`src/inc/aux_fault_defs.svh`:
```
`ifndef AUX_FAULT_DEFS_SVH
`define AUX_FAULT_DEFS_SVH

// Register indexes; the byte address is four times the index.
`define AUX_IDX_OV_THRESH 10'h028
`define AUX_IDX_OV_HYST 10'h029
`define AUX_IDX_UV_THRESH 10'h02A
`define AUX_IDX_UV_HYST 10'h02B
`define AUX_IDX_SFD_CFG 10'h02C
`define AUX_IDX_FUNC_SEL 10'h02D
`define AUX_IDX_LOGIC_CFG 10'h02E
`define AUX_IDX_IRQ_STATUS 10'h040
`define AUX_IDX_IRQ_MASK 10'h041
`define AUX_IDX_STATE 10'h042

`define AUX_ADDR_W 12
`define AUX_CNT_W 21

// Writable bit masks and reset values.
`define AUX_HYST_MASK 8'h1F
`define AUX_SFD_CFG_MASK 8'h1F
`define AUX_FUNC_SEL_MASK 8'h03
`define AUX_LOGIC_CFG_MASK 8'h7F
`define AUX_REG_RESET 8'h00
`define AUX_FUNC_SEL_RESET 8'h03
`define AUX_IRQ_W 3

// Field positions.
`define AUX_HYST_MSB 4
`define AUX_GF_MSB 4
`define AUX_GF_LSB 2
`define AUX_TYPE_MSB 1
`define AUX_SEL_MSB 1
`define AUX_INVERT_BIT 6
`define AUX_EDGE_BIT 5
`define AUX_PULSE_MSB 4
`define AUX_PULSE_LSB 3
`define AUX_LGF_MSB 2

// Interrupt status bit positions.
`define AUX_IRQ_FAULT 0
`define AUX_IRQ_WARN 1
`define AUX_IRQ_LOGIC 2

`define AXI_RESP_OKAY 2'h0
`define AXI_RESP_SLVERR 2'h2

// Timing.
`define AUX_CLK_PERIOD_NS 5
`define AUX_NS_PER_US 1000
`define AUX_GF_US_0 0
`define AUX_GF_US_1 5
`define AUX_GF_US_2 10
`define AUX_GF_US_3 20
`define AUX_GF_US_4 30
`define AUX_GF_US_5 50
`define AUX_GF_US_6 75
`define AUX_GF_US_7 100
`define AUX_PULSE_US_0 10
`define AUX_PULSE_US_1 100
`define AUX_PULSE_US_2 1000
`define AUX_PULSE_US_3 10000
`define AUX_US_TO_CYC(us) \
  (((us) * `AUX_NS_PER_US + `AUX_CLK_PERIOD_NS - 1) / `AUX_CLK_PERIOD_NS)

`endif

```
`src/inc/aux_fault_pkg.sv`:
```
package aux_fault_pkg;

  typedef enum logic [1:0] {
    TYPE_OVER,
    TYPE_UNDER_OR_OVER,
    TYPE_UNDER,
    TYPE_OFF
  } detector_type_t;

  typedef enum logic [1:0] {
    FUNC_FAULT_ONLY,
    FUNC_LOGIC_ONLY,
    FUNC_LOGIC_AND_WARNING,
    FUNC_NONE
  } function_select_t;

  typedef struct packed {
    logic awvalid;
    logic [11:0] awaddr;
    logic wvalid;
    logic [31:0] wdata;
    logic [3:0] wstrb;
    logic bready;
    logic arvalid;
    logic [11:0] araddr;
    logic rready;
  } axi_req_t;

  typedef struct packed {
    logic awready;
    logic wready;
    logic bvalid;
    logic [1:0] bresp;
    logic arready;
    logic rvalid;
    logic [31:0] rdata;
    logic [1:0] rresp;
  } axi_rsp_t;

  typedef struct packed {
    logic out;
    logic [20:0] cnt;
  } filter_state_t;

endpackage : aux_fault_pkg

```
`src/rtl/aux_input_fault_detector.sv`:
```
// Chosen here: the AXI4-Lite slave port.
`timescale 1ns/10ps
`include "aux_fault_defs.svh"

// Function
// - Overvoltage compare on 8-bit threshold, lowered by 5-bit hysteresis while tripped.
// - Select 10: logic input active and fault detector reports a warning.
// - Select 11: no fault and no logic function on the input.
// - Logic config bit 6 inverts the sensed input before detection.
// - Logic config bit 5: 0 reports level, 1 detects edges.
// - Edge mode emits a 10, 100, 1000 or 10000 us pulse.
// - Pulses shorter than the 3-bit glitch setting are ignored, both filters.
module aux_input_fault_detector
  import aux_fault_pkg::*;
#(
  parameter int unsigned GLITCH_CYC [8] = '{
    `AUX_US_TO_CYC(`AUX_GF_US_0), `AUX_US_TO_CYC(`AUX_GF_US_1),
    `AUX_US_TO_CYC(`AUX_GF_US_2), `AUX_US_TO_CYC(`AUX_GF_US_3),
    `AUX_US_TO_CYC(`AUX_GF_US_4), `AUX_US_TO_CYC(`AUX_GF_US_5),
    `AUX_US_TO_CYC(`AUX_GF_US_6), `AUX_US_TO_CYC(`AUX_GF_US_7)},
  parameter int unsigned PULSE_CYC [4] = '{
    `AUX_US_TO_CYC(`AUX_PULSE_US_0), `AUX_US_TO_CYC(`AUX_PULSE_US_1),
    `AUX_US_TO_CYC(`AUX_PULSE_US_2), `AUX_US_TO_CYC(`AUX_PULSE_US_3)}
) (
  // Clock and control.
  input wire logic clk,
  input wire logic reset,
  input wire logic ce,
  // Register bus.
  input wire axi_req_t axiReq,
  output axi_rsp_t axiRsp,
  // Auxiliary input: digitised level and logic sense.
  input wire logic [7:0] auxLevel,
  input wire logic auxPin,
  // Results to the sequencing engine.
  output logic fault,
  output logic warning,
  output logic logicOut,
  output logic irq
);

  typedef struct packed {
    logic awHeld;
    logic [11:0] awAddr;
    logic wHeld;
    logic [31:0] wData;
    logic [3:0] wStrb;
    logic bvalid;
    logic [1:0] bresp;
    logic rvalid;
    logic [31:0] rdata;
    logic [1:0] rresp;
    logic [7:0] ovThresh;
    logic [7:0] ovHyst;
    logic [7:0] uvThresh;
    logic [7:0] uvHyst;
    logic [7:0] sfdCfg;
    logic [7:0] funcSel;
    logic [7:0] logicCfg;
    logic [2:0] status;
    logic [2:0] mask;
    logic ovState;
    logic uvState;
    logic sensedPrev;
    logic [20:0] pulseCnt;
    logic fault;
    logic warning;
    logic logicOut;
  } ctrl_state_t;

  ctrl_state_t st;
  ctrl_state_t next_st;

  logic sfdFiltered;
  logic sensedFiltered;

  function automatic logic [9:0] regIndex(input logic [11:0] addr);
    regIndex = addr[11:2];
  endfunction : regIndex

  function automatic logic isMapped(input logic [11:0] addr);
    case (regIndex(addr))
      `AUX_IDX_OV_THRESH, `AUX_IDX_OV_HYST, `AUX_IDX_UV_THRESH,
      `AUX_IDX_UV_HYST, `AUX_IDX_SFD_CFG, `AUX_IDX_FUNC_SEL,
      `AUX_IDX_LOGIC_CFG, `AUX_IDX_IRQ_STATUS, `AUX_IDX_IRQ_MASK,
      `AUX_IDX_STATE: isMapped = 1'b1;
      default: isMapped = 1'b0;
    endcase
  endfunction : isMapped

  function automatic logic [20:0] glitchLimit(input logic [2:0] code);
    glitchLimit = GLITCH_CYC[code][20:0];
  endfunction : glitchLimit

  // Decoded controls.
  function_select_t funcSel;
  detector_type_t detType;
  logic sfdEnable;
  logic logicEnable;
  logic [7:0] ovEff;
  logic [7:0] uvEff;
  logic [8:0] uvSum;
  logic ovRaw;
  logic uvRaw;
  logic sensed;
  logic [20:0] pulseLen;
  logic wrFire;
  logic rdFire;
  logic [7:0] wByte;
  logic [2:0] events;

  always_comb begin
    funcSel = function_select_t'(st.funcSel[`AUX_SEL_MSB:0]);
    detType = detector_type_t'(st.sfdCfg[`AUX_TYPE_MSB:0]);
    sfdEnable = (funcSel == FUNC_FAULT_ONLY) ||
                (funcSel == FUNC_LOGIC_AND_WARNING);
    logicEnable = (funcSel == FUNC_LOGIC_ONLY) ||
                  (funcSel == FUNC_LOGIC_AND_WARNING);
    // The trip point moves only while the comparator is already tripped.
    if (st.ovState && (st.ovThresh >= st.ovHyst)) begin
      ovEff = st.ovThresh - st.ovHyst;
    end else if (st.ovState) begin
      ovEff = 8'h00;
    end else begin
      ovEff = st.ovThresh;
    end
    uvSum = {1'b0, st.uvThresh} + {1'b0, st.uvHyst};
    if (st.uvState) begin
      uvEff = uvSum[8] ? 8'hFF : uvSum[7:0];
    end else begin
      uvEff = st.uvThresh;
    end
    ovRaw = sfdEnable && (auxLevel > ovEff) &&
            ((detType == TYPE_OVER) || (detType == TYPE_UNDER_OR_OVER));
    uvRaw = sfdEnable && (auxLevel < uvEff) &&
            ((detType == TYPE_UNDER) || (detType == TYPE_UNDER_OR_OVER));
    sensed = logicEnable &&
             (auxPin ^ st.logicCfg[`AUX_INVERT_BIT]);
    pulseLen = PULSE_CYC[st.logicCfg[`AUX_PULSE_MSB:`AUX_PULSE_LSB]][20:0];
  end

  glitch_filter sfdFilter (
    .clk(clk),
    .reset(reset),
    .ce(ce),
    .din(st.ovState | st.uvState),
    .limit(glitchLimit(st.sfdCfg[`AUX_GF_MSB:`AUX_GF_LSB])),
    .dout(sfdFiltered)
  );

  glitch_filter logicFilter (
    .clk(clk),
    .reset(reset),
    .ce(ce),
    .din(sensed),
    .limit(glitchLimit(st.logicCfg[`AUX_LGF_MSB:0])),
    .dout(sensedFiltered)
  );

  // Bus handshakes; readies drop while the clock enable is low.
  always_comb begin
    axiRsp.awready = ce && !st.awHeld && !st.bvalid;
    axiRsp.wready = ce && !st.wHeld && !st.bvalid;
    axiRsp.bvalid = st.bvalid;
    axiRsp.bresp = st.bresp;
    axiRsp.arready = ce && !st.rvalid;
    axiRsp.rvalid = st.rvalid;
    axiRsp.rdata = st.rdata;
    axiRsp.rresp = st.rresp;
  end

  always_comb begin
    next_st = st;
    wByte = st.wData[7:0];
    wrFire = 1'b0;
    rdFire = 1'b0;
    events = '0;

    // Write address and data are taken in either order.
    if (axiReq.awvalid && axiRsp.awready) begin
      next_st.awHeld = 1'b1;
      next_st.awAddr = axiReq.awaddr;
    end
    if (axiReq.wvalid && axiRsp.wready) begin
      next_st.wHeld = 1'b1;
      next_st.wData = axiReq.wdata;
      next_st.wStrb = axiReq.wstrb;
    end
    if (st.bvalid && axiReq.bready) begin
      next_st.bvalid = 1'b0;
    end
    if (st.awHeld && st.wHeld && !st.bvalid) begin
      wrFire = st.wStrb[0];
      next_st.awHeld = 1'b0;
      next_st.wHeld = 1'b0;
      next_st.bvalid = 1'b1;
      next_st.bresp = isMapped(st.awAddr) ? `AXI_RESP_OKAY
                                          : `AXI_RESP_SLVERR;
    end
    if (wrFire) begin
      case (regIndex(st.awAddr))
        `AUX_IDX_OV_THRESH: next_st.ovThresh = wByte;
        `AUX_IDX_OV_HYST: next_st.ovHyst = wByte & `AUX_HYST_MASK;
        `AUX_IDX_UV_THRESH: next_st.uvThresh = wByte;
        `AUX_IDX_UV_HYST: next_st.uvHyst = wByte & `AUX_HYST_MASK;
        `AUX_IDX_SFD_CFG: next_st.sfdCfg = wByte & `AUX_SFD_CFG_MASK;
        `AUX_IDX_FUNC_SEL: next_st.funcSel = wByte & `AUX_FUNC_SEL_MASK;
        `AUX_IDX_LOGIC_CFG: next_st.logicCfg = wByte & `AUX_LOGIC_CFG_MASK;
        `AUX_IDX_IRQ_STATUS: next_st.status = st.status & ~wByte[2:0];
        `AUX_IDX_IRQ_MASK: next_st.mask = wByte[2:0];
        default: next_st.status = next_st.status;
      endcase
    end

    // Read path: one read under way at a time.
    if (st.rvalid && axiReq.rready) begin
      next_st.rvalid = 1'b0;
    end
    if (axiReq.arvalid && axiRsp.arready) begin
      rdFire = 1'b1;
      next_st.rvalid = 1'b1;
      next_st.rresp = isMapped(axiReq.araddr) ? `AXI_RESP_OKAY
                                              : `AXI_RESP_SLVERR;
      next_st.rdata = '0;
      case (regIndex(axiReq.araddr))
        `AUX_IDX_OV_THRESH: next_st.rdata[7:0] = st.ovThresh;
        `AUX_IDX_OV_HYST: next_st.rdata[7:0] = st.ovHyst;
        `AUX_IDX_UV_THRESH: next_st.rdata[7:0] = st.uvThresh;
        `AUX_IDX_UV_HYST: next_st.rdata[7:0] = st.uvHyst;
        `AUX_IDX_SFD_CFG: next_st.rdata[7:0] = st.sfdCfg;
        `AUX_IDX_FUNC_SEL: next_st.rdata[7:0] = st.funcSel;
        `AUX_IDX_LOGIC_CFG: next_st.rdata[7:0] = st.logicCfg;
        `AUX_IDX_IRQ_STATUS: next_st.rdata[2:0] = st.status;
        `AUX_IDX_IRQ_MASK: next_st.rdata[2:0] = st.mask;
        `AUX_IDX_STATE: next_st.rdata[4:0] = {st.uvState, st.ovState,
          st.logicOut, st.warning, st.fault};
        default: next_st.rdata = '0;
      endcase
    end

    // Comparator state carries the hysteresis.
    next_st.ovState = ovRaw;
    next_st.uvState = uvRaw;

    // Filtered detector result is a fault or, in shared mode, a warning.
    next_st.fault = sfdFiltered && (funcSel == FUNC_FAULT_ONLY);
    next_st.warning = sfdFiltered &&
                      (funcSel == FUNC_LOGIC_AND_WARNING);

    // Logic path: level follows the input, edge mode stretches a pulse.
    next_st.sensedPrev = sensedFiltered;
    if (!logicEnable) begin
      next_st.logicOut = 1'b0;
      next_st.pulseCnt = '0;
    end else if (!st.logicCfg[`AUX_EDGE_BIT]) begin
      next_st.logicOut = sensedFiltered;
      next_st.pulseCnt = '0;
    end else if (sensedFiltered && !st.sensedPrev) begin
      next_st.logicOut = 1'b1;
      next_st.pulseCnt = pulseLen - 21'h000001;
    end else if (st.pulseCnt != '0) begin
      next_st.pulseCnt = st.pulseCnt - 21'h000001;
    end else begin
      next_st.logicOut = 1'b0;
    end

    // Rising outputs set sticky status bits; a set beats a clear.
    events[`AUX_IRQ_FAULT] = next_st.fault && !st.fault;
    events[`AUX_IRQ_WARN] = next_st.warning && !st.warning;
    events[`AUX_IRQ_LOGIC] = next_st.logicOut && !st.logicOut;
    next_st.status = next_st.status | events;
  end

  always_ff @(posedge clk) begin
    if (reset) begin
      st <= '0;
      st.funcSel <= `AUX_FUNC_SEL_RESET;
    end else if (ce) begin
      st <= next_st;
    end
  end

  assign fault = st.fault;
  assign warning = st.warning;
  assign logicOut = st.logicOut;
  assign irq = |(st.status & st.mask);

endmodule : aux_input_fault_detector

```
`src/rtl/glitch_filter.sv`:
```
`timescale 1ns/10ps
`include "aux_fault_defs.svh"

module glitch_filter
  import aux_fault_pkg::*;
(
  // Clock and control.
  input wire logic clk,
  input wire logic reset,
  input wire logic ce,
  // Filter path.
  input wire logic din,
  input wire logic [`AUX_CNT_W-1:0] limit,
  output logic dout
);

  filter_state_t st;
  filter_state_t next_st;

  // A new level must hold for more than limit cycles to pass.
  always_comb begin
    next_st = st;
    if (din == st.out) begin
      next_st.cnt = '0;
    end else if (st.cnt >= limit) begin
      next_st.out = din;
      next_st.cnt = '0;
    end else begin
      next_st.cnt = st.cnt + 21'h000001;
    end
  end

  always_ff @(posedge clk) begin
    if (reset) begin
      st <= '0;
    end else if (ce) begin
      st <= next_st;
    end
  end

  assign dout = st.out;

endmodule : glitch_filter

```
`config.mk`:
```
export PLATFORM = sky130hd
export DESIGN_NAME = aux_input_fault_detector
export DESIGN_NICKNAME = d
export VERILOG_FILES = /design/src/inc/aux_fault_pkg.sv /design/src/rtl/aux_input_fault_detector.sv /design/src/rtl/glitch_filter.sv
export VERILOG_INCLUDE_DIRS = /design/src /design/src/inc
export SDC_FILE = /design/constraint.sdc
export NUM_CORES = 1
export LEC_CHECK = 0
export BUFFER_PORTS_ARGS = -buffer_cell sky130_fd_sc_hd__buf_4
export CELL_PAD_IN_SITES_DETAIL_PLACEMENT = 1
export CELL_PAD_IN_SITES_GLOBAL_PLACEMENT = 2
export CORE_UTILIZATION = 35
export CTS_CLUSTER_DIAMETER = 50
export DETAILED_ROUTE_END_ITERATION = 10
export PLACE_DENSITY_LB_ADDON = 0.08
export SLEW_MARGIN = 25
export SYNTH_ARGS = -nofsm -noshare
export SYNTH_HDL_FRONTEND = slang
export SYNTH_SLANG_ARGS = --single-unit
export TNS_END_PERCENT = 5
```
`constraint.sdc`:
```
create_clock -name clk -period 4.95 [get_ports clk]
set_clock_uncertainty 0.1 [all_clocks]
set_input_delay 0.2475 -clock clk [delete_from_list [all_inputs] [get_ports clk]]
set_output_delay 0.2475 -clock clk [all_outputs]
set_load 0.01 [all_outputs]
```
* After elaboration in Yosys (flattened, before gate mapping) *
Memories as Yosys holds them, arrays and structs flattened.
Index checks and enable logic that the tools add are counted.

operators by class
  equality and inequality tests = 27
  reduce and logical (&&, ||, !) cells = 65
  bitwise logic cells = 11
  $lt $le $gt $ge = 8
  muxes and demuxes = 44
  add/subtract/negate cells = 6

operator list
  kind                   count
  $mux 21                14
  $eq 10x6->1 const B    14
  $bmux 32 s2            1
  $eq 10x7->1 const B    6
  $add 21x1->21 const B  2
  $ge 21x21->1           2
  $sub 21x1->21 const B  2
  $mux 37                1
  $mux 35                1
  $mux 8                 4
  $pmux 3 s10            1
  $reduce_and 3->1       10
  $logic_and 1x1->1      24
  $reduce_bool 21->1     1
  $reduce_or 10->1       2
  $reduce_and 2->1       9
  $pmux 2 s7             1
  $mux 1                 13
  $mux 13                1
  $add 8x5->9            1
  $mux 3                 3
  $pmux 3 s3             1
  $ge 4x4->1 const B     2
  $ge 8x5->1             1
  other kinds (23)       44

storage, ports and cells
  word-level logic and storage cells = 193
  memory bits (read-only) = 512
  output and inout port bits = 45
  memories kept = 2
  input port bits = 77
  register bits after elaboration = 181

memory list
  name              words  bits a word  rd ports  clocked after memory_dff  write ports  line                            RTL
  (name not given)  8      32           1         0                         0            aux_input_fault_detector.sv:92  glitchLimit = GLITCH_CYC[code][20:0];
  (name not given)  8      32           1         0                         0            aux_input_fault_detector.sv:92

* Logic depth before layout (Yosys ltp) *
Gate-level depths: netlist (run 1).

  depth in word-level cells = 8
  gate-level depth with buffers = 17
  mapped depth without buffers = 17

* By module *
A second synthesis (run 1) with hierarchy kept.

second synthesis, totals
  cell total of the unflattened synthesis = 1,346
  area total of the unflattened synthesis = 10,636.5 µm²

by module, submodules not included
  module                        area an instance (µm²)  instances  cells each  sequential area each (µm²)
  aux_input_fault_detector      6,944.2                 1          867         2,122.0
  glitch_filter at logicFilter  1,948.1                 1          243         440.4
  glitch_filter at sfdFilter    1,744.2                 1          236         440.4

* Worst setup path before layout (run 1) *
No wires, ideal clock.

  path kind = reg2reg
  start point = register st[81] in the netlist's numbering
  end point = register st[26] in the netlist's numbering
  cell stages (with the launch flop) = 17
  arrival = 3,246 ps
  setup time = 117 ps
  buffers on the path = 0
  required time = 4,733 ps
  setup slack = 1,487 ps
  clock period less this slack = 3,463 ps
  path through = dfxtp_1 > inv_1 > ha_1 > inv_1 > fa_1 > a21o_1 > a21oi_1 > nor2b_1 > or4_1 > a31oi_1 > ha_1 > nor2b_1 > o21ai_0 > nand2b_1 > a211oi_1 > o21ai_0 > a32o_1

on the way
  longest elaborated chain between the ends = 6
  elaborated cells between the ends (all ways) = 8
  classes of those cells = add/sub: 1; order compare: 2; mux: 2; reduce/logical: 3

ends and longest elaborated chain
  element                            line                             RTL
  start: declaration                 aux_input_fault_detector.sv:71   ctrl_state_t st;
  start signal: assignment           aux_input_fault_detector.sv:279  st <= next_st;
  $ge 8x5->1                         aux_input_fault_detector.sv:120  if (st.ovState && (st.ovThresh >= st.ovHyst)) begin
  $logic_and 1x1->1                  aux_input_fault_detector.sv:120
  $mux 8 *                           aux_input_fault_detector.sv:120
  $gt 8x8->1 *                       aux_input_fault_detector.sv:133  ovRaw = sfdEnable && (auxLevel > ovEff) &&
  $logic_and 1x1->1 * (2 in series)  aux_input_fault_detector.sv:133

Mark *: on every way between the ends. The rest lies on a longest branch, timed or not.
A chain may end at the register's enable or synchronous reset.

* Final worst setup path (run 1) *
Same ends and word-level chain as after synthesis.

==> flow_results.xml, run 1 <==
<?xml version="1.0" encoding="UTF-8"?>
<metrics>
  <group name="routing">
    <metric name="drc" unit="">1</metric>
    <metric name="route.final.wire_length" unit="um">28600</metric>
    <metric name="dr_total_vias" unit="">8324</metric>
    <metric name="drt_pass1_iterations" unit="">9</metric>
    <metric name="drt-wirelength-per-cell" unit="um">18.5</metric>
    <metric name="routed_via_density" unit="">5.37</metric>
    <metric name="drt.antenna.violating_nets" unit="">0</metric>
    <metric name="drt_first_iter_violations" unit="">437</metric>
  </group>
  <group name="critical_path">
    <metric name="critPathCapture" unit="">st[26]</metric>
    <metric name="r2r_slack" unit="ns">1.06</metric>
    <metric name="worst-path-max-fanout" unit="">5</metric>
    <metric name="worstSetupStartpoint" unit="">st[81]</metric>
    <metric name="startpoint_type" unit="">register</metric>
    <metric name="required_time_of_the_critical_path" unit="ns">5.18</metric>
    <metric name="timing.rr.end" unit="">st[26]</metric>
    <metric name="reg2reg_from" unit="">st[81]</metric>
    <metric name="cp-end-kind" unit="">register</metric>
    <metric name="arrival" unit="ns">4.12</metric>
    <metric name="classification_of_the_worst_setup_path" unit="">reg -&gt; reg</metric>
    <metric name="ff2ff_path_depth" unit="">16</metric>
  </group>
  <group name="clocking">
    <metric name="cts_sinks" unit="">150</metric>
    <metric name="ctsHtreeMaxLevel" unit="">4</metric>
    <metric name="cts-root-buf" unit="">sky130_fd_sc_hd__clkbuf_16</metric>
    <metric name="clk_latency" unit="ns">0.44</metric>
    <metric name="cts.clk_slew.worst_paths" unit="ns">0.08</metric>
    <metric name="cts_buffers" unit="">17</metric>
    <metric name="clock_path_buffers" unit="">2</metric>
    <metric name="post_cts.repair.setup_buffers" unit="">0</metric>
    <metric name="post_cts.resized_instances" unit="">0</metric>
    <metric name="clock_tree_from_tritoncts" unit="">built</metric>
  </group>
  <group name="yosys">
    <metric name="synth-main-ff-cell" unit="">sky130_fd_sc_hd__dfxtp_1</metric>
    <metric name="postSynth.asyncResetShare" unit="%">0</metric>
    <metric name="syn-instance-count" unit="">1157</metric>
    <metric name="synth_commonest_cells" unit="">150 x sky130_fd_sc_hd__dfxtp_1, 148 x sky130_fd_sc_hd__nand2_1, 122 x sky130_fd_sc_hd__nor2_1</metric>
    <metric name="synth-warning-count" unit="">0</metric>
    <metric name="synth_edf_count" unit="">0</metric>
    <metric name="synth.yosys.seq_area_share" unit="%">31.9</metric>
    <metric name="most_used_standard_cell_by_instance_count_after_synthesis" unit="">sky130_fd_sc_hd__dfxtp_1</metric>
    <metric name="netlist.area_leader.share" unit="%">31.9</metric>
    <metric name="post_synth_num_cell_types" unit="">80</metric>
    <metric name="synth_top_area_cell" unit="">sky130_fd_sc_hd__dfxtp_1</metric>
    <metric name="synth.top_cells.by_area" unit="">sky130_fd_sc_hd__dfxtp_1 32%, sky130_fd_sc_hd__ha_1 9.6%, sky130_fd_sc_hd__nand2_1 5.9%</metric>
    <metric name="avgSynthCellArea" unit="sq um">8.13</metric>
    <metric name="ys_seq_elements" unit="">150</metric>
    <metric name="mappedNetlistArea" unit="sq um">9410</metric>
  </group>
  <group name="floorplan">
    <metric name="die_area" unit="sq um">27500</metric>
    <metric name="top_level_ports" unit="">122</metric>
    <metric name="row_count" unit="">59</metric>
    <metric name="initial_utilization" unit="%">35.9</metric>
    <metric name="chip_width" unit="um">166</metric>
    <metric name="die_height" unit="um">166</metric>
    <metric name="placeableCoreArea" unit="sq um">26200</metric>
  </group>
  <group name="cells_and_area">
    <metric name="syn_to_final_growth" unit="%">13.8</metric>
    <metric name="fin_nets" unit="">1352</metric>
    <metric name="n_antenna_cell" unit="">0</metric>
    <metric name="share_of_final_layout_standard_cells_stronger_than_drive_strength_1" unit="%">10.3</metric>
    <metric name="fillerInstances" unit="">3150</metric>
    <metric name="layoutNonFillerInstCount" unit="">1549</metric>
    <metric name="final-seq-area" unit="sq um">3000</metric>
    <metric name="multi_input_comb_area" unit="sq um">5830</metric>
  </group>
  <group name="timing">
    <metric name="worst_slew_pin_slew" unit="ns">1.02</metric>
    <metric name="rsz0062_at_grt" unit="">no</metric>
    <metric name="post-route-min-period" unit="ns">3.89</metric>
    <metric name="final_hold_violation_count" unit="">0</metric>
    <metric name="timing.fmax" unit="MHz">257</metric>
    <metric name="timing_max_transition_violations_final" unit="">0</metric>
    <metric name="finalCritPeriodShare" unit="%">78.5</metric>
    <metric name="finalWorstSetupSlack" unit="ns">1.06</metric>
    <metric name="setup-tns-final" unit="ns">0</metric>
    <metric name="slew_headroom" unit="%">31.1</metric>
    <metric name="setup_viol" unit="">0</metric>
  </group>
  <group name="power">
    <metric name="leakage" unit="nW">4.34</metric>
    <metric name="power_density" unit="nW/um^2">260</metric>
    <metric name="peakVddDrop" unit="uV">218</metric>
  </group>
  <group name="global_routing">
    <metric name="antenna_found_initial" unit="">0</metric>
    <metric name="grt.overflow.total" unit="">0</metric>
    <metric name="grt_pass1_vias" unit="">8495</metric>
    <metric name="grt_max_degree" unit="">63</metric>
    <metric name="grt.total_usage" unit="%">21.2</metric>
    <metric name="wire_length_of_the_first_global_routing_pass" unit="um">46400</metric>
  </group>
  <group name="min_path">
    <metric name="worstHoldPathType" unit="">in -&gt; reg</metric>
    <metric name="worst_hold_startpoint" unit="">axiReq[14]</metric>
  </group>
  <group name="status">
    <metric name="status" unit="">complete, but fails checks</metric>
    <metric name="failed_checks" unit="">DRC</metric>
  </group>
  <group name="placement">
    <metric name="number_of_input_and_output_port_buffers_inserted" unit="">64</metric>
    <metric name="dp.final_hpwl" unit="um">20900</metric>
    <metric name="dp_worst_setup_slack" unit="ns">1.06</metric>
    <metric name="finalWeightedCongestion" unit="">0.811</metric>
    <metric name="post-place-cells" unit="">1497</metric>
  </group>
  <group name="job">
    <metric name="cap_violations" unit="">0</metric>
  </group>
</metrics>
-- per-stage QoR --
| stage | utilization [%] | instance area (sq um) | hold WS (ns) | total power, mW |
|---|---|---|---|---|
| 2_1_floorplan | - | 9500 | 0.283 | 1.37 |
| 5_1_grt | 40.8 | 10700 | 0.0624 | 2.88 |
| 3_5_place_dp | 37.8 | 9900 | 0.340 | 1.43 |
| 4_1_cts | 40.8 | 10700 | 0.0305 | 2.82 |
| 3_3_place_gp | 37.8 | 9890 | 0.334 | 1.43 |
| 6_report | 40.8 | 10700 | 0.0458 | 2.78 |
-- cells by family after synthesis --
group,Yosys count,share of synthesized area [%]
adders and majority gates,74,10.0
muxes,61,6.61
xor gates and xnor gates,34,3.17
other,1,0.0399
and+or+nand+nor,464,24.0
buffers and inverters,123,7.10
AOI/OAI and AO/OA,250,17.2
DFF,150,31.9
-- worst min-delay path by stage --
stage,cells after the start,endpoint,slack [ns]
final,4,axiRsp[38],0.05
after global routing,4,axiRsp[38],0.06
after CTS,4,axiRsp[38],0.03
after detailed placement,1,sfdFilter.st[17],0.34
after global placement,1,sfdFilter.st[17],0.33
after floorplan,2,st[170],0.28
-- power breakdown --
group | total (mW) | internal (mW) | switching [mW] | leakage, nW
Sequential | 1.23 | 1.22 | 0.0163 | 1.21
Combinational | 0.182 | 0.0710 | 0.111 | 2.84
Clock | 1.36 | 0.725 | 0.638 | 0.293
Total | 2.78 | 2.01 | 0.765 | 4.34
-- cells in the final DEF (no fill, tap or decap), drive strengths merged, types with 23 or more instances in the layout --
cell,instances
a21oi,70
xor2,23
nor2,122
inv,43
o21ai,66
buf,68
conb,26
nand3,44
ha,72
dfxtp,150
mux2i,52
nand2,148
-- state kept, by name, summed over array words and instances, names as in the netlist --
register / count
detType: 2
logicOut: 1
sfdFilter.st: 21
funcSel: 2
st: 87
logicFilter.dout: 1
fault: 1
logicFilter.st: 21
axiRsp: 12
sfdFilter.dout: 1
warning: 1
-- critical path, stage by stage, from the launching register on --
cell                       delay (ns)
sky130_fd_sc_hd__dfxtp_1         0.33
sky130_fd_sc_hd__inv_1           0.09
sky130_fd_sc_hd__ha_1            0.17
sky130_fd_sc_hd__inv_1           0.05
sky130_fd_sc_hd__fa_1            0.40
sky130_fd_sc_hd__a21o_1          0.17
sky130_fd_sc_hd__a21oi_1         0.25
sky130_fd_sc_hd__nor2b_1         0.12
sky130_fd_sc_hd__or4_1           0.64
sky130_fd_sc_hd__a31oi_1         0.24
sky130_fd_sc_hd__ha_1            0.27
sky130_fd_sc_hd__nor2b_1         0.13
sky130_fd_sc_hd__o21ai_0         0.14
sky130_fd_sc_hd__nand2b_1        0.08
sky130_fd_sc_hd__a211oi_1        0.23
sky130_fd_sc_hd__o21ai_0         0.13
sky130_fd_sc_hd__a32o_1          0.27
-- layout make-up --
type,instances,share of cell area (%)
Tap cell,335,3.92
Sequential cell,150,28.1
Clock inverter,15,1.69
Clock buffer,17,3.97
Timing Repair Buffer,88,6.64
Multi-Input combinational cell,909,54.5
Inverter,35,1.23
-- metal layers --
| layer | routed length [um] | vias up | global-route usage (%) |
|---|---|---|---|
| li1 | - | 4169 | - |
| met1 | 14100 | 4026 | 28.6 |
| met2 | 13400 | 116 | 35.2 |
| met3 | 881 | 13 | 3.43 |
| met4 | 238 | 0 | 5.20 |
| met5 | 0 | - | 0 |
-- timing repair --
action	CTS	global route
hold buffers	20	0
hold endpoints to repair	20	0
endpoints found under the setup margin	0	0
Note: power is estimated with default switching activity, not from simulation.
==> inputs of run 2 (changes only) <==
Settings changed: ABC_AREA from default to 1, CORE_UTILIZATION 35 to 33.
Clock period 4.95 ns to 3.8 ns, I/O delays scaled along.
==> run 2 against run 1 <==
  * The flow now finishes without violations
  * Highest routed layer unchanged
  * Synthesized area grew 4.3%
  * Sequential share of layout area shrank 1.4 points
  * First-iteration DRC count shrank 26%
  * Synthesized cell count grew 22%
  * Largest cell class unchanged
  * Cell count grew 20%
  * Sequential power grew 31%
  * Flip-flop and latch count is the same
  * Maximum frequency grew 23%
  * Count of clock-buffer cells in the layout grew 1
  * Worst setup slack lost 0.42 ns
==> flow_results.xml, run 2 <==
<?xml version="1.0" encoding="UTF-8"?>
<metrics>
  <group name="cells_and_area">
    <metric name="reg_top3" unit="">st (87), logicFilter.st (21), sfdFilter.st (21)</metric>
    <metric name="mostFrequentLayoutCells" unit="">267 x sky130_fd_sc_hd__nand2_1, 160 x sky130_fd_sc_hd__inv_1, 150 x sky130_fd_sc_hd__dfxtp_1</metric>
    <metric name="finish.utilization" unit="%">38.8</metric>
    <metric name="n_antenna_cell" unit="">0</metric>
    <metric name="layout_commonest_cell" unit="">sky130_fd_sc_hd__nand2_1</metric>
    <metric name="largest_register_ff_count" unit="">87</metric>
    <metric name="fin_nets" unit="">1620</metric>
    <metric name="layoutNonFillerInstCount" unit="">1866</metric>
    <metric name="share_of_final_layout_standard_cells_stronger_than_drive_strength_1" unit="%">10.6</metric>
    <metric name="regMostFlops" unit="">st</metric>
    <metric name="syn_to_final_growth" unit="%">14.6</metric>
  </group>
  <group name="yosys">
    <metric name="syn-instance-count" unit="">1414</metric>
    <metric name="synth_top_area_cell" unit="">sky130_fd_sc_hd__dfxtp_1</metric>
    <metric name="post_synth_num_cell_types" unit="">52</metric>
    <metric name="netlist.area_leader.share" unit="%">30.6</metric>
    <metric name="synth_commonest_cells" unit="">267 x sky130_fd_sc_hd__nand2_1, 160 x sky130_fd_sc_hd__inv_1, 150 x sky130_fd_sc_hd__dfxtp_1</metric>
    <metric name="synth.yosys.seq_area_share" unit="%">30.6</metric>
    <metric name="synth-warning-count" unit="">0</metric>
    <metric name="mappedNetlistArea" unit="sq um">9820</metric>
    <metric name="synth.top_cells.by_area" unit="">sky130_fd_sc_hd__dfxtp_1 31%, sky130_fd_sc_hd__nand2_1 10%, sky130_fd_sc_hd__ha_1 9.2%</metric>
    <metric name="most_used_standard_cell_by_instance_count_after_synthesis" unit="">sky130_fd_sc_hd__nand2_1</metric>
    <metric name="synth-main-ff-cell" unit="">sky130_fd_sc_hd__dfxtp_1</metric>
    <metric name="ys_seq_elements" unit="">150</metric>
    <metric name="synth_edf_count" unit="">0</metric>
    <metric name="avgSynthCellArea" unit="sq um">6.94</metric>
    <metric name="postSynth.asyncResetShare" unit="%">0</metric>
  </group>
  <group name="routing">
    <metric name="dr_total_vias" unit="">9216</metric>
    <metric name="drc" unit="">0</metric>
    <metric name="drt.antenna.violating_nets" unit="">0</metric>
    <metric name="drt_pass1_iterations" unit="">4</metric>
    <metric name="route.final.wire_length" unit="um">30100</metric>
    <metric name="routed_via_density" unit="">4.94</metric>
    <metric name="drt_first_iter_violations" unit="">325</metric>
    <metric name="drt-wirelength-per-cell" unit="um">16.1</metric>
  </group>
  <group name="global_routing">
    <metric name="grt.overflow.total" unit="">0</metric>
    <metric name="grt_pass1_vias" unit="">9301</metric>
    <metric name="antenna_found_initial" unit="">0</metric>
    <metric name="wire_length_of_the_first_global_routing_pass" unit="um">49200</metric>
    <metric name="grt.total_usage" unit="%">20.3</metric>
    <metric name="grt_max_degree" unit="">74</metric>
  </group>
  <group name="critical_path">
    <metric name="arrival" unit="ns">3.39</metric>
    <metric name="classification_of_the_worst_setup_path" unit="">reg -&gt; reg</metric>
    <metric name="cp-end-kind" unit="">register</metric>
    <metric name="worst-path-max-fanout" unit="">17</metric>
    <metric name="startpoint_type" unit="">register</metric>
    <metric name="required_time_of_the_critical_path" unit="ns">4.03</metric>
  </group>
  <group name="power">
    <metric name="leakage" unit="nW">4.70</metric>
    <metric name="power_density" unit="nW/um^2">330</metric>
    <metric name="post-layout-total-power" unit="mW">3.71</metric>
    <metric name="peakVddDrop" unit="uV">322</metric>
  </group>
  <group name="timing">
    <metric name="finalWorstSetupSlack" unit="ns">0.646</metric>
    <metric name="final_hold_violation_count" unit="">0</metric>
    <metric name="timing_max_transition_violations_final" unit="">0</metric>
    <metric name="post-route-min-period" unit="ns">3.15</metric>
    <metric name="rsz0062_at_grt" unit="">no</metric>
    <metric name="worst_slew_pin_slew" unit="ns">0.955</metric>
    <metric name="setup-tns-final" unit="ns">0</metric>
    <metric name="setup_viol" unit="">0</metric>
    <metric name="slew_headroom" unit="%">35.8</metric>
    <metric name="timing.fmax" unit="MHz">317</metric>
    <metric name="finalCritPeriodShare" unit="%">83.0</metric>
  </group>
  <group name="floorplan">
    <metric name="die_area" unit="sq um">30400</metric>
    <metric name="placeableCoreArea" unit="sq um">29000</metric>
    <metric name="die_height" unit="um">174</metric>
    <metric name="top_level_ports" unit="">122</metric>
    <metric name="initial_utilization" unit="%">33.8</metric>
    <metric name="chip_width" unit="um">174</metric>
    <metric name="row_count" unit="">62</metric>
  </group>
  <group name="min_path">
    <metric name="worstHoldPathType" unit="">in -&gt; reg</metric>
  </group>
  <group name="clocking">
    <metric name="clock_tree_from_tritoncts" unit="">built</metric>
    <metric name="cts.clk_slew.worst_paths" unit="ns">0.06</metric>
    <metric name="clock_path_buffers" unit="">2</metric>
    <metric name="cts_buffers" unit="">17</metric>
    <metric name="clk_latency" unit="ns">0.44</metric>
    <metric name="cts_sinks" unit="">150</metric>
    <metric name="post_cts.resized_instances" unit="">0</metric>
    <metric name="cts-root-buf" unit="">sky130_fd_sc_hd__clkbuf_16</metric>
    <metric name="ctsHtreeMaxLevel" unit="">4</metric>
  </group>
  <group name="placement">
    <metric name="dp_worst_setup_slack" unit="ns">0.607</metric>
    <metric name="number_of_input_and_output_port_buffers_inserted" unit="">64</metric>
    <metric name="dp.final_hpwl" unit="um">22400</metric>
    <metric name="post-place-cells" unit="">1813</metric>
    <metric name="finalWeightedCongestion" unit="">0.811</metric>
  </group>
  <group name="job">
    <metric name="cap_violations" unit="">0</metric>
  </group>
  <group name="status">
    <metric name="status" unit="">completed</metric>
  </group>
</metrics>
-- run 2: cell count changes after synthesis, moves of 13 or more --
cell	change
sky130_fd_sc_hd__mux2i_1	-52
sky130_fd_sc_hd__a31oi_1	-14
sky130_fd_sc_hd__nor2_1	+22
sky130_fd_sc_hd__a21oi_1	+66
sky130_fd_sc_hd__nor2b_1	-15
sky130_fd_sc_hd__o21ai_0	+19
sky130_fd_sc_hd__a211oi_1	+20
sky130_fd_sc_hd__o22ai_1	+13
sky130_fd_sc_hd__nand3_1	+18
sky130_fd_sc_hd__inv_1	+125
sky130_fd_sc_hd__nand2_1	+119
sky130_fd_sc_hd__nand4_1	+33
-- run 2: what timing repair did --
item | in CTS | in global routing
hold buffers | 21 | 0
endpoints found under the hold margin | 21 | 0
setup buffers | 0 | 0
-- run 2: final timing paths --
kind	slack (ns)	cells past startpoint	start	endpoint
worst max register to register	0.65	14	st[33]	logicFilter.dout
worst min register to register	0.34	2	logicFilter.st[20]	logicFilter.st[20]
worst max-delay path	0.65	14	st[33]	logicFilter.dout
worst min-delay path	0.03	2	ce	logicFilter.st[20]
-- run 2: final cells by class --
class                      instances  area (sq um)
inverter                         174           656
sequential                       150          3000
multi-input combinational       1035          5770
fill                            3715         17800
clock inverter                    14           163
timing repair buffer              91           736
clock buffer                      18           439
tap                              384           480
-- run 2: logic make-up (layout without fill, tap and decap cells) --
kind of cell	after synthesis	after routing	share of synthesized area (%)
compound gates	301	301	17.3
fa+ha+maj	74	74	9.58
simple gates	600	600	27.9
buf+inv	254	297	11.6
other cells	1	26	0.0382
flops	150	150	30.6
xor+xnor	34	34	3.03
-- run 2: per-layer routing --
layer,track usage (%),wire length (um),vias up
met2,34.9,14500,81
met4,4.93,332,0
met5,0,0,-
met1,26.6,14600,4344
met3,2.84,608,25
li1,-,-,4766
-- run 2: stage by stage --
stage / hold slack, ns / cell area, sq um
after global routing: 0.0426 / 11200
final: 0.0278 / 11200
after CTS: 0.0115 / 11200
after global placement: 0.327 / 10400
after detailed placement: 0.329 / 10400
after floorplan: 0.257 / 9910
-- run 2: power breakdown --
group	leakage, nW	switching, mW	internal, mW
Sequential	1.21	0.0129	1.59
Clock	0.288	0.766	1.00
Combinational	3.20	0.220	0.116
Total	4.70	0.998	2.71
-- run 2: worst max-delay path: stages, from the launching register on --
cell	delay, ns
sky130_fd_sc_hd__dfxtp_1	0.47
sky130_fd_sc_hd__inv_1	0.18
sky130_fd_sc_hd__ha_1	0.24
sky130_fd_sc_hd__inv_1	0.07
sky130_fd_sc_hd__nor2_1	0.06
sky130_fd_sc_hd__o21bai_1	0.20
sky130_fd_sc_hd__ha_1	0.30
sky130_fd_sc_hd__nand2_1	0.11
sky130_fd_sc_hd__nor3_1	0.06
sky130_fd_sc_hd__nand2_1	0.06
sky130_fd_sc_hd__nor2_1	0.07
sky130_fd_sc_hd__nor4_4	0.72
sky130_fd_sc_hd__nand2_1	0.19
sky130_fd_sc_hd__a21oi_1	0.17
sky130_fd_sc_hd__nor2_1	0.05
